**config.mk**
```make
export PLATFORM = sky130hd
export DESIGN_NAME = ocs_clock_select
export DESIGN_NICKNAME = d
export VERILOG_FILES = /design/src/pkg/ocs_pkg.sv /design/src/rtl/ocs_freq_decode.sv /design/src/rtl/ocs_status_capture.sv /design/src/rtl/ocs_clock_select.sv
export SDC_FILE = /design/constraint.sdc
export NUM_CORES = 1
export LEC_CHECK = 0
export BUFFER_PORTS_ARGS = -buffer_cell sky130_fd_sc_hd__buf_2
export CORE_MARGIN = 3
export CORE_UTILIZATION = 43
export DETAILED_ROUTE_END_ITERATION = 16
export PLACE_DENSITY_LB_ADDON = 0.12
export SLEW_MARGIN = 25
export SYNTH_ARGS = -nofsm -noshare
export SYNTH_HDL_FRONTEND = slang
export SYNTH_HIERARCHICAL = 1
export SYNTH_SLANG_ARGS = --single-unit
export TNS_END_PERCENT = 10
```
**constraint.sdc**
```tcl
create_clock -name sys_clk_i -period 2.25 [get_ports sys_clk_i]
set_clock_uncertainty 0.15 [all_clocks]
set_input_delay 0.3375 -clock sys_clk_i [delete_from_list [all_inputs] [get_ports sys_clk_i]]
set_output_delay 0.3375 -clock sys_clk_i [all_outputs]
set_load 0.005 [all_outputs]
```
**src/pkg/ocs_pkg.sv**
```systemverilog
// ocs_pkg: types and constants for the oscillator clock select block.
// assumes one 200 MHz register clock and APB-style register access.
//
// Overview of operation
// - the frequency field sits in control bits 6..3, resets to 0111 (500 kHz) and 1111 gives 16 MHz.
// - codes 1010, 1001 and 1000 give 500, 250 and 125 kHz taken from the high frequency oscillator.
// - the source field sits in control bits 1..0 and any value 1x selects the internal oscillator block.
// - source value 01 runs the system clock from the secondary oscillator.
// - source value 00 takes the system clock chosen by the three-bit configuration selection.
// - status bit 6 always reads zero and writes to it have no effect.
package ocs_pkg;

    // ------------------------------------------------------------
    // register map
    // ------------------------------------------------------------
    localparam int OCS_ADDR_W = 12;
    localparam logic [11:0] OCS_OFS_CONTROL = 12'h000;
    localparam logic [11:0] OCS_OFS_STATUS = 12'h004;
    localparam logic [11:0] OCS_OFS_SWITCH = 12'h008;

    // ------------------------------------------------------------
    // control register fields
    // ------------------------------------------------------------
    localparam int OCS_FREQ_LSB = 3;
    localparam int OCS_FREQ_MSB = 6;
    localparam int OCS_SRC_LSB = 0;
    localparam int OCS_SRC_MSB = 1;
    localparam logic [3:0] OCS_FREQ_RESET = 4'h7;
    localparam logic [1:0] OCS_SRC_RESET = 2'h0;
    localparam logic [1:0] OCS_SRC_SECONDARY = 2'h1;

    // ------------------------------------------------------------
    // status register fields
    // ------------------------------------------------------------
    localparam int OCS_ST_SEC_READY = 7;
    localparam int OCS_ST_UNUSED = 6;
    localparam int OCS_ST_OST_DONE = 5;
    localparam int OCS_ST_HF_READY = 4;
    localparam int OCS_ST_LF_READY = 1;
    localparam int OCS_ST_HF_STABLE = 0;
    localparam int OCS_SW_BUSY = 0;

    // ------------------------------------------------------------
    // types
    // ------------------------------------------------------------
    typedef enum logic [1:0] {
        OCS_INT_HF,
        OCS_INT_MF,
        OCS_INT_LF
    } ocs_int_src_type;

    typedef enum logic [1:0] {
        OCS_SYS_CONFIG,
        OCS_SYS_SECONDARY,
        OCS_SYS_INTERNAL
    } ocs_sys_src_type;

    // divide ratio of the chosen oscillator is 2**div_log2
    typedef struct packed {
        ocs_int_src_type src;
        logic [2:0] div_log2;
    } ocs_tap_type;

    typedef struct packed {
        ocs_sys_src_type sys_src;
        ocs_tap_type tap;
    } ocs_route_type;

    typedef struct packed {
        logic sec_ready;
        logic ost_done;
        logic hf_ready;
        logic lf_ready;
        logic hf_stable;
    } ocs_osc_state_type;

    typedef struct packed {
        logic psel;
        logic penable;
        logic pwrite;
        logic [11:0] paddr;
        logic [31:0] pwdata;
    } ocs_apb_req_type;

    typedef struct packed {
        logic [31:0] prdata;
        logic pready;
        logic pslverr;
    } ocs_apb_rsp_type;

    localparam ocs_tap_type OCS_TAP_RESET = '{src: OCS_INT_MF,
                                               div_log2: 3'h0};

endpackage

```
**src/rtl/ocs_freq_decode.sv**
```systemverilog
// ocs_freq_decode: maps the frequency select code to an oscillator tap.
// assumes a purely combinational use by the clock select core.
`timescale 1ns/1ps
module ocs_freq_decode
    import ocs_pkg::*;
(
    // select code
    input wire logic [3:0] internal_freq_select_i,
    // decoded tap
    output ocs_tap_type tap_o
);

    function automatic ocs_tap_type decode_tap(input logic [3:0] code);
        ocs_tap_type t;
        t.src = OCS_INT_MF;
        t.div_log2 = 3'h0;
        unique casez (code)
            4'b1111: t = '{OCS_INT_HF, 3'h0};
            4'b1110: t = '{OCS_INT_HF, 3'h1};
            4'b1101: t = '{OCS_INT_HF, 3'h2};
            4'b1100: t = '{OCS_INT_HF, 3'h3};
            4'b1011: t = '{OCS_INT_HF, 3'h4};
            4'b1010: t = '{OCS_INT_HF, 3'h5};
            4'b1001: t = '{OCS_INT_HF, 3'h6};
            4'b1000: t = '{OCS_INT_HF, 3'h7};
            4'b0111: t = '{OCS_INT_MF, 3'h0};
            4'b0110: t = '{OCS_INT_MF, 3'h1};
            4'b0101: t = '{OCS_INT_MF, 3'h2};
            4'b0100: t = '{OCS_INT_MF, 3'h3};
            4'b001?: t = '{OCS_INT_MF, 3'h4};
            4'b000?: t = '{OCS_INT_LF, 3'h0};
        endcase
        return t;
    endfunction

    assign tap_o = decode_tap(internal_freq_select_i);

endmodule // ocs_freq_decode

```
**src/rtl/ocs_status_capture.sv**
```systemverilog
// ocs_status_capture: registers oscillator state and builds status byte.
// assumes the state inputs are synchronous to sys_clk_i.
`timescale 1ns/1ps
module ocs_status_capture
    import ocs_pkg::*;
(
    // clock and reset
    input wire logic sys_clk_i,
    input wire logic reset_i,
    // raw oscillator state
    input ocs_osc_state_type osc_state_i,
    // registered state and status byte
    output ocs_osc_state_type osc_state_o,
    output logic [7:0] status_byte_o
);

    ocs_osc_state_type state;
    ocs_osc_state_type next_state;
    logic [7:0] next_byte;

    always_comb begin
        next_state = osc_state_i;
    end

    always_ff @(posedge sys_clk_i) begin
        if (reset_i) begin
            state <= '0;
        end else begin
            state <= next_state;
        end
    end

    always_comb begin
        next_byte = 8'h00;
        next_byte[OCS_ST_SEC_READY] = state.sec_ready;
        next_byte[OCS_ST_UNUSED] = 1'b0;
        next_byte[OCS_ST_OST_DONE] = state.ost_done;
        next_byte[OCS_ST_HF_READY] = state.hf_ready;
        next_byte[OCS_ST_LF_READY] = state.lf_ready;
        next_byte[OCS_ST_HF_STABLE] = state.hf_stable;
    end

    assign osc_state_o = state;
    assign status_byte_o = next_byte;

endmodule // ocs_status_capture

```
**src/rtl/ocs_clock_select.sv**
```systemverilog
// ocs_clock_select: oscillator control/status registers on APB and the
// glitch-safe routing of the system clock source.
// assumes a single APB master on sys_clk_i and oscillator state inputs
// already synchronous to that clock.
//
// Our own choices: register access over APB and the register addresses.
`timescale 1ns/1ps
module ocs_clock_select
    import ocs_pkg::*;
(
    // clock and reset
    input wire logic sys_clk_i,
    input wire logic reset_i,
    // register bus
    input ocs_apb_req_type apb_req_i,
    output ocs_apb_rsp_type apb_rsp_o,
    // oscillator state
    input ocs_osc_state_type osc_state_i,
    input wire logic [2:0] config_osc_select_i,
    // clock routing
    output ocs_route_type route_o,
    output logic [2:0] config_osc_select_o,
    output logic switch_busy_o
);

    // ------------------------------------------------------------
    // helper functions
    // ------------------------------------------------------------

    function automatic ocs_sys_src_type decode_src(
        input logic [1:0] src_field);
        ocs_sys_src_type s;
        if (src_field[1]) begin
            s = OCS_SYS_INTERNAL;
        end else if (src_field == OCS_SRC_SECONDARY) begin
            s = OCS_SYS_SECONDARY;
        end else begin
            s = OCS_SYS_CONFIG;
        end
        return s;
    endfunction

    // the medium tap has no ready flag of its own, so it never stalls
    function automatic logic tap_ready(input ocs_tap_type t,
                                       input ocs_osc_state_type st);
        logic ok;
        ok = 1'b1;
        unique case (t.src)
            OCS_INT_HF: ok = st.hf_ready;
            OCS_INT_LF: ok = st.lf_ready;
            default: ok = 1'b1;
        endcase
        return ok;
    endfunction

    // secondary, HF and LF targets must be running before the switch is let through
    function automatic logic target_ready(input ocs_route_type r,
                                          input ocs_osc_state_type st);
        logic ok;
        ok = 1'b1;
        unique case (r.sys_src)
            OCS_SYS_SECONDARY: ok = st.sec_ready;
            OCS_SYS_INTERNAL: ok = tap_ready(r.tap, st);
            default: ok = 1'b1;
        endcase
        return ok;
    endfunction

    function automatic logic addr_is(input logic [11:0] a,
                                     input logic [11:0] ofs);
        return a == ofs;
    endfunction

    // control byte as software sees it; bits 7 and 2 are not stored
    function automatic logic [7:0] pack_control(input logic [3:0] freq,
                                                input logic [1:0] src);
        logic [7:0] b;
        b = 8'h00;
        b[OCS_FREQ_MSB:OCS_FREQ_LSB] = freq;
        b[OCS_SRC_MSB:OCS_SRC_LSB] = src;
        return b;
    endfunction

    function automatic logic is_mapped(input logic [11:0] a);
        return addr_is(a, OCS_OFS_CONTROL) || addr_is(a, OCS_OFS_STATUS)
            || addr_is(a, OCS_OFS_SWITCH);
    endfunction

    // one read mux for all mapped offsets; anything else reads zero
    function automatic logic [31:0] read_word(input logic [11:0] a,
                                              input logic [7:0] ctl,
                                              input logic [7:0] st,
                                              input logic busy);
        logic [31:0] w;
        w = 32'h0000_0000;
        if (addr_is(a, OCS_OFS_CONTROL)) begin
            w[7:0] = ctl;
        end else if (addr_is(a, OCS_OFS_STATUS)) begin
            w[7:0] = st;
        end else if (addr_is(a, OCS_OFS_SWITCH)) begin
            w[OCS_SW_BUSY] = busy;
        end
        return w;
    endfunction

    // ------------------------------------------------------------
    // declarations
    // ------------------------------------------------------------
    typedef enum {
        OCS_ST_STEADY,
        OCS_ST_SWITCH
    } ocs_fsm_type;

    logic [3:0] internal_freq_select;
    logic [3:0] next_internal_freq_select;
    logic [1:0] system_clock_source_select;
    logic [1:0] next_system_clock_source_select;

    logic [31:0] rdata;
    logic [31:0] next_rdata;
    logic slverr;
    logic next_slverr;

    ocs_fsm_type fsm;
    ocs_fsm_type next_fsm;
    ocs_route_type route;
    ocs_route_type next_route;
    ocs_route_type wanted;
    logic [2:0] cfg_sel;
    logic [2:0] next_cfg_sel;

    ocs_tap_type wanted_tap;
    ocs_osc_state_type osc_state;
    logic [7:0] status_byte;
    logic [7:0] control_byte;

    logic setup_phase;
    logic access_phase;
    logic wr_control;
    logic hit_any;

    // ------------------------------------------------------------
    // submodules
    // ------------------------------------------------------------
    ocs_freq_decode u_freq_decode (
        .internal_freq_select_i(internal_freq_select),
        .tap_o(wanted_tap)
    );

    ocs_status_capture u_status (
        .sys_clk_i(sys_clk_i),
        .reset_i(reset_i),
        .osc_state_i(osc_state_i),
        .osc_state_o(osc_state),
        .status_byte_o(status_byte)
    );

    // ------------------------------------------------------------
    // bus decode
    // ------------------------------------------------------------
    assign setup_phase = apb_req_i.psel && !apb_req_i.penable;
    assign access_phase = apb_req_i.psel && apb_req_i.penable;
    assign hit_any = is_mapped(apb_req_i.paddr);
    assign wr_control = access_phase && apb_req_i.pwrite
                     && addr_is(apb_req_i.paddr, OCS_OFS_CONTROL);

    assign control_byte = pack_control(internal_freq_select,
                                       system_clock_source_select);

    // ------------------------------------------------------------
    // control register
    // ------------------------------------------------------------
    always_comb begin
        next_internal_freq_select = internal_freq_select;
        next_system_clock_source_select = system_clock_source_select;
        if (wr_control) begin
            // bits 7 and 2 of the write word have no storage
            // frequency and source field write
            next_internal_freq_select =
                apb_req_i.pwdata[OCS_FREQ_MSB:OCS_FREQ_LSB];
            next_system_clock_source_select =
                apb_req_i.pwdata[OCS_SRC_MSB:OCS_SRC_LSB];
        end
    end

    always_ff @(posedge sys_clk_i) begin
        if (reset_i) begin
            internal_freq_select <= OCS_FREQ_RESET;
            system_clock_source_select <= OCS_SRC_RESET;
        end else begin
            internal_freq_select <= next_internal_freq_select;
            system_clock_source_select <= next_system_clock_source_select;
        end
    end

    // ------------------------------------------------------------
    // read data and error
    // ------------------------------------------------------------
    // read data is latched in the setup cycle so prdata is a flop output
    // and the slave can answer with zero wait states.
    always_comb begin
        next_rdata = rdata;
        next_slverr = slverr;
        if (setup_phase) begin
            next_rdata = read_word(apb_req_i.paddr, control_byte,
                                   status_byte, fsm == OCS_ST_SWITCH);
            next_slverr = !hit_any;
        end
    end

    always_ff @(posedge sys_clk_i) begin
        if (reset_i) begin
            rdata <= 32'h0000_0000;
            slverr <= 1'b0;
        end else begin
            rdata <= next_rdata;
            slverr <= next_slverr;
        end
    end

    always_comb begin
        apb_rsp_o.prdata = rdata;
        apb_rsp_o.pready = 1'b1;
        apb_rsp_o.pslverr = access_phase && slverr;
    end

    // ------------------------------------------------------------
    // requested route
    // ------------------------------------------------------------
    always_comb begin
        wanted.sys_src = decode_src(system_clock_source_select);
        wanted.tap = wanted_tap;
    end

    // ------------------------------------------------------------
    // switch sequencer
    // ------------------------------------------------------------
    // the applied route moves to a secondary, HF or LF target once it reports
    // ready, to config or MF at once; such a target that never comes up leaves the old clock running.
    always_comb begin
        next_fsm = fsm;
        next_route = route;
        unique case (fsm)
            OCS_ST_STEADY: begin
                if (wanted != route) begin
                    next_fsm = OCS_ST_SWITCH;
                end
            end
            OCS_ST_SWITCH: begin
                // a write back to the applied route cancels the wait
                if (wanted == route) begin
                    next_fsm = OCS_ST_STEADY;
                end else if (target_ready(wanted, osc_state)) begin
                    next_route = wanted;
                    next_fsm = OCS_ST_STEADY;
                end
            end
        endcase
    end

    always_ff @(posedge sys_clk_i) begin
        if (reset_i) begin
            fsm <= OCS_ST_STEADY;
            // source field resets to 00, the configuration source
            route.sys_src <= OCS_SYS_CONFIG;
            route.tap <= OCS_TAP_RESET;
        end else begin
            fsm <= next_fsm;
            route <= next_route;
        end
    end

    // ------------------------------------------------------------
    // configuration selection
    // ------------------------------------------------------------
    always_comb begin
        // config selection passed on
        // one flop, so the copy lines up with the registered route
        next_cfg_sel = config_osc_select_i;
    end

    always_ff @(posedge sys_clk_i) begin
        if (reset_i) begin
            cfg_sel <= 3'h0;
        end else begin
            cfg_sel <= next_cfg_sel;
        end
    end

    // ------------------------------------------------------------
    // outputs
    // ------------------------------------------------------------
    assign route_o = route;
    assign config_osc_select_o = cfg_sel;
    assign switch_busy_o = (fsm == OCS_ST_SWITCH);

endmodule // ocs_clock_select

```
==> impl_metrics.toml <==
[setup_path]
crit_path_end_kind = "flop"
worstPathMaxFanout = 8
crit_buf_inv = 0
worst-setup-path-type = "reg -> reg"
timing.critical_path.from_type = "flop"
critical_path.slowest_cell = "dfxtp_1"
cp_top_delay_family = "compound AO/OA/AOI/OAI gates"
timing.critical_path.slowest_cell_delay_ps = 360
crit_chain = "nor3_1 > mux2_4 > o311ai_4 > a31oi_4 > a211o_1"
critical_path_arrival_ps = 2080
required_ps = 2270

[job]
cap_viol_max_count = 0

[routing]
drcViolationCount = 0
drtPass1Iterations = 4
drt_iter0_markers = 13
detail_route.wirelength_um = 3100
route.detailed.wl_per_inst_um = 11.6
viasPerCell = 4.65
route.vias.total = 1246
drtAntennaViolNets = 0

[sta]
timing.final.max_slew_violations = 0
final-setup-viol-count = 0
finalHoldViolCount = 0
worst_pin_slew_ps = 536
timing.slew.headroom_pct = 64.3
peak_freq_mhz = 486
rsz0062_at_grt = "no"
final_period_minus_worst_setup_slack_ps = 2060
layout_setup_ws_ps = 191
tns_ps = 0
period_utilisation_layout_pct = 91.5

[finish]
diodes = 0
sequential_cell_area_um2 = 621
nets = 276
multi_input_comb_area_um2 = 882
final.fill_count = 371
post_route_cells_drive_above_1_share_pct = 35.9
synthToLayoutAreaGrowth_pct = 15.9

[yosys]
postSynthCellCount = 173
post_synth_num_cell_types = 40
syn_avg_cell_area_um2 = 9.68
sequential_to_total_area_share_from_yosys_stat_pct = 37.0
synthTopCellsByArea = "dfxtp_1 (37%), buf_4 (15%), mux2i_1 (6.6%), nor2b_1 (4.1%), nor2_1 (3.4%)"
synth.cell_area_um2 = 1680
synth_area_leader_cell = "dfxtp_1"
synth.ff_latch_count = 31
yosys.area.top_type_share_pct = 37.0
yosysWarningCount = 6

[outcome]
run_status = "complete, no violations"

[cts]
worst_setup_hold_path_clk_slew_ps = 60
cts_buffer_count = 5
post_cts_resize_count = 0
tritoncts = "yes"
worstSkewPairLatency_ps = 280
number_of_buffers_inserted_to_repair_setup_after_cts = 0
clk_path_buf_depth = 2
cts_root_buffer = "clkbuf_8"
total_number_of_clock_tree_sinks = 31
cts_hold_repair.buffers = 0
htree_num_levels = 2

[floorplan]
starting_density_pct = 45.1
fp.coreArea_um2 = 3720
placement_rows = 22
die_area_um2 = 4680
die-height_um = 68.4
design.portCount = 102
die_x_um = 68.4

[placement]
quantity_of_i_o_buffers_inserted_on_ports = 50
hpwl_um = 2420
globalplace.congestion = 0.714
detailedPlace.worstSlack_ps = 177

[worst_hold_path]
worst_hold_path_type = "in -> reg"

[global_route]
global_route.usage.total_pct = 14.3
global_route.overflow_total = 0
first_global_vias = 1105
grt_max_degree = 31
antenna_found_initial = 0
grt_pass1_wl_um = 4830

[power_and_ir_drop]
powerDensity_nw_per_um2 = 624
power.static_leakage_nw = 0.911
max-vdd-ir-drop_mv = 0.328
[cell usage after synthesis (all sizes together)]
library cell	number
a211o	1
a211oi	1
a21oi	6
a22oi	1
a31oi	2
a32o	2
and2	1
and3	1
buf	33
clkbuf	4
conb	3
dfxtp	31
inv	1
mux2	1
mux2i	11
nand2	9
nand2b	2
nand3	2
nand3b	1
nand4b	2
nor2	16
nor2b	11
nor3	6
nor4	3
o21ai	7
o21ba	4
o311ai	1
o31ai	1
o32ai	1
or3	1
or3b	1
xor2	6
[path summary, 6_finish.rpt]
check | start | to | slack, ps | cells after the start
max | internal_freq_select[3] | route_o[3] | 190 | 5
min | osc_state_i[4] | u_status/osc_state_o[4] | 110 | 2
min reg2reg | rdata[6] | rdata[6] | 310 | 2
max reg2reg | internal_freq_select[3] | route_o[3] | 190 | 5
[metal layers]
layer | global-route usage [%] | part of all wire, % | vias up
met5 | 0 | 0 | -
met4 | 8.93 | 2.3 | 0
met3 | 4.60 | 9.0 | 8
met2 | 22.4 | 46 | 55
met1 | 16.6 | 43 | 554
li1 | - | - | 629
[flip-flops by register name, summed over array words and instances, names as in the netlist]
signal and flops:
route_o 7, u_status/osc_state_o 5, system_clock_source_select 2, rdata 8, fsm 1, internal_freq_select 4
slverr 1, config_osc_select_o 3
[power breakdown]
part	switching [mW]	total (mW)	internal, mW
clock	0.206	0.564	0.358
combinational	0.0501	0.0867	0.0366
sequential	0.00322	0.561	0.558
total	0.259	1.21	0.952
[logic make-up after synthesis]
kind of cell | Yosys count | share of synthesized area (%)
DFF | 31 | 37.0
other | 3 | 0.672
muxes | 12 | 7.47
AOI/OAI and AO/OA | 27 | 14.7
xor gates and xnor gates | 6 | 3.14
buffers and inverters | 38 | 15.9
and+or+nand+nor | 56 | 21.1
[cells in the final DEF (no fill, tap or decap), types with 6 or more instances in the layout]
cell type | synthesis | routed
nand2_1 | 9 | 9
nor2b_1 | 11 | 11
mux2i_1 | 11 | 11
xor2_1 | 6 | 6
clkbuf_8 | 0 | 6
dfxtp_1 | 31 | 31
buf_2 | 0 | 50
conb_1 | 3 | 28
nor2_1 | 15 | 15
[layout make-up]
type / instances / share of cell area (%)
inverter: 1 / 0.193
multi-input combinational: 129 / 45.4
timing repair buffer: 51 / 13.3
sequential: 31 / 32.0
tap: 48 / 3.09
clock buffer: 6 / 4.25
clock inverter: 2 / 1.80
[metrics by stage]
step	instance area [um^2]	total power, mW	util [%]	hold slack (ps)	instances
global route	1940	1.27	52.3	111	268
global placement	1820	0.658	49.1	292	260
CTS	1940	1.23	52.3	107	268
floorplan	1770	0.660	-	259	198
finish	1940	1.21	52.3	109	268
detailed placement	1820	0.659	49.1	297	260
(Power assumes the default switching activity.)
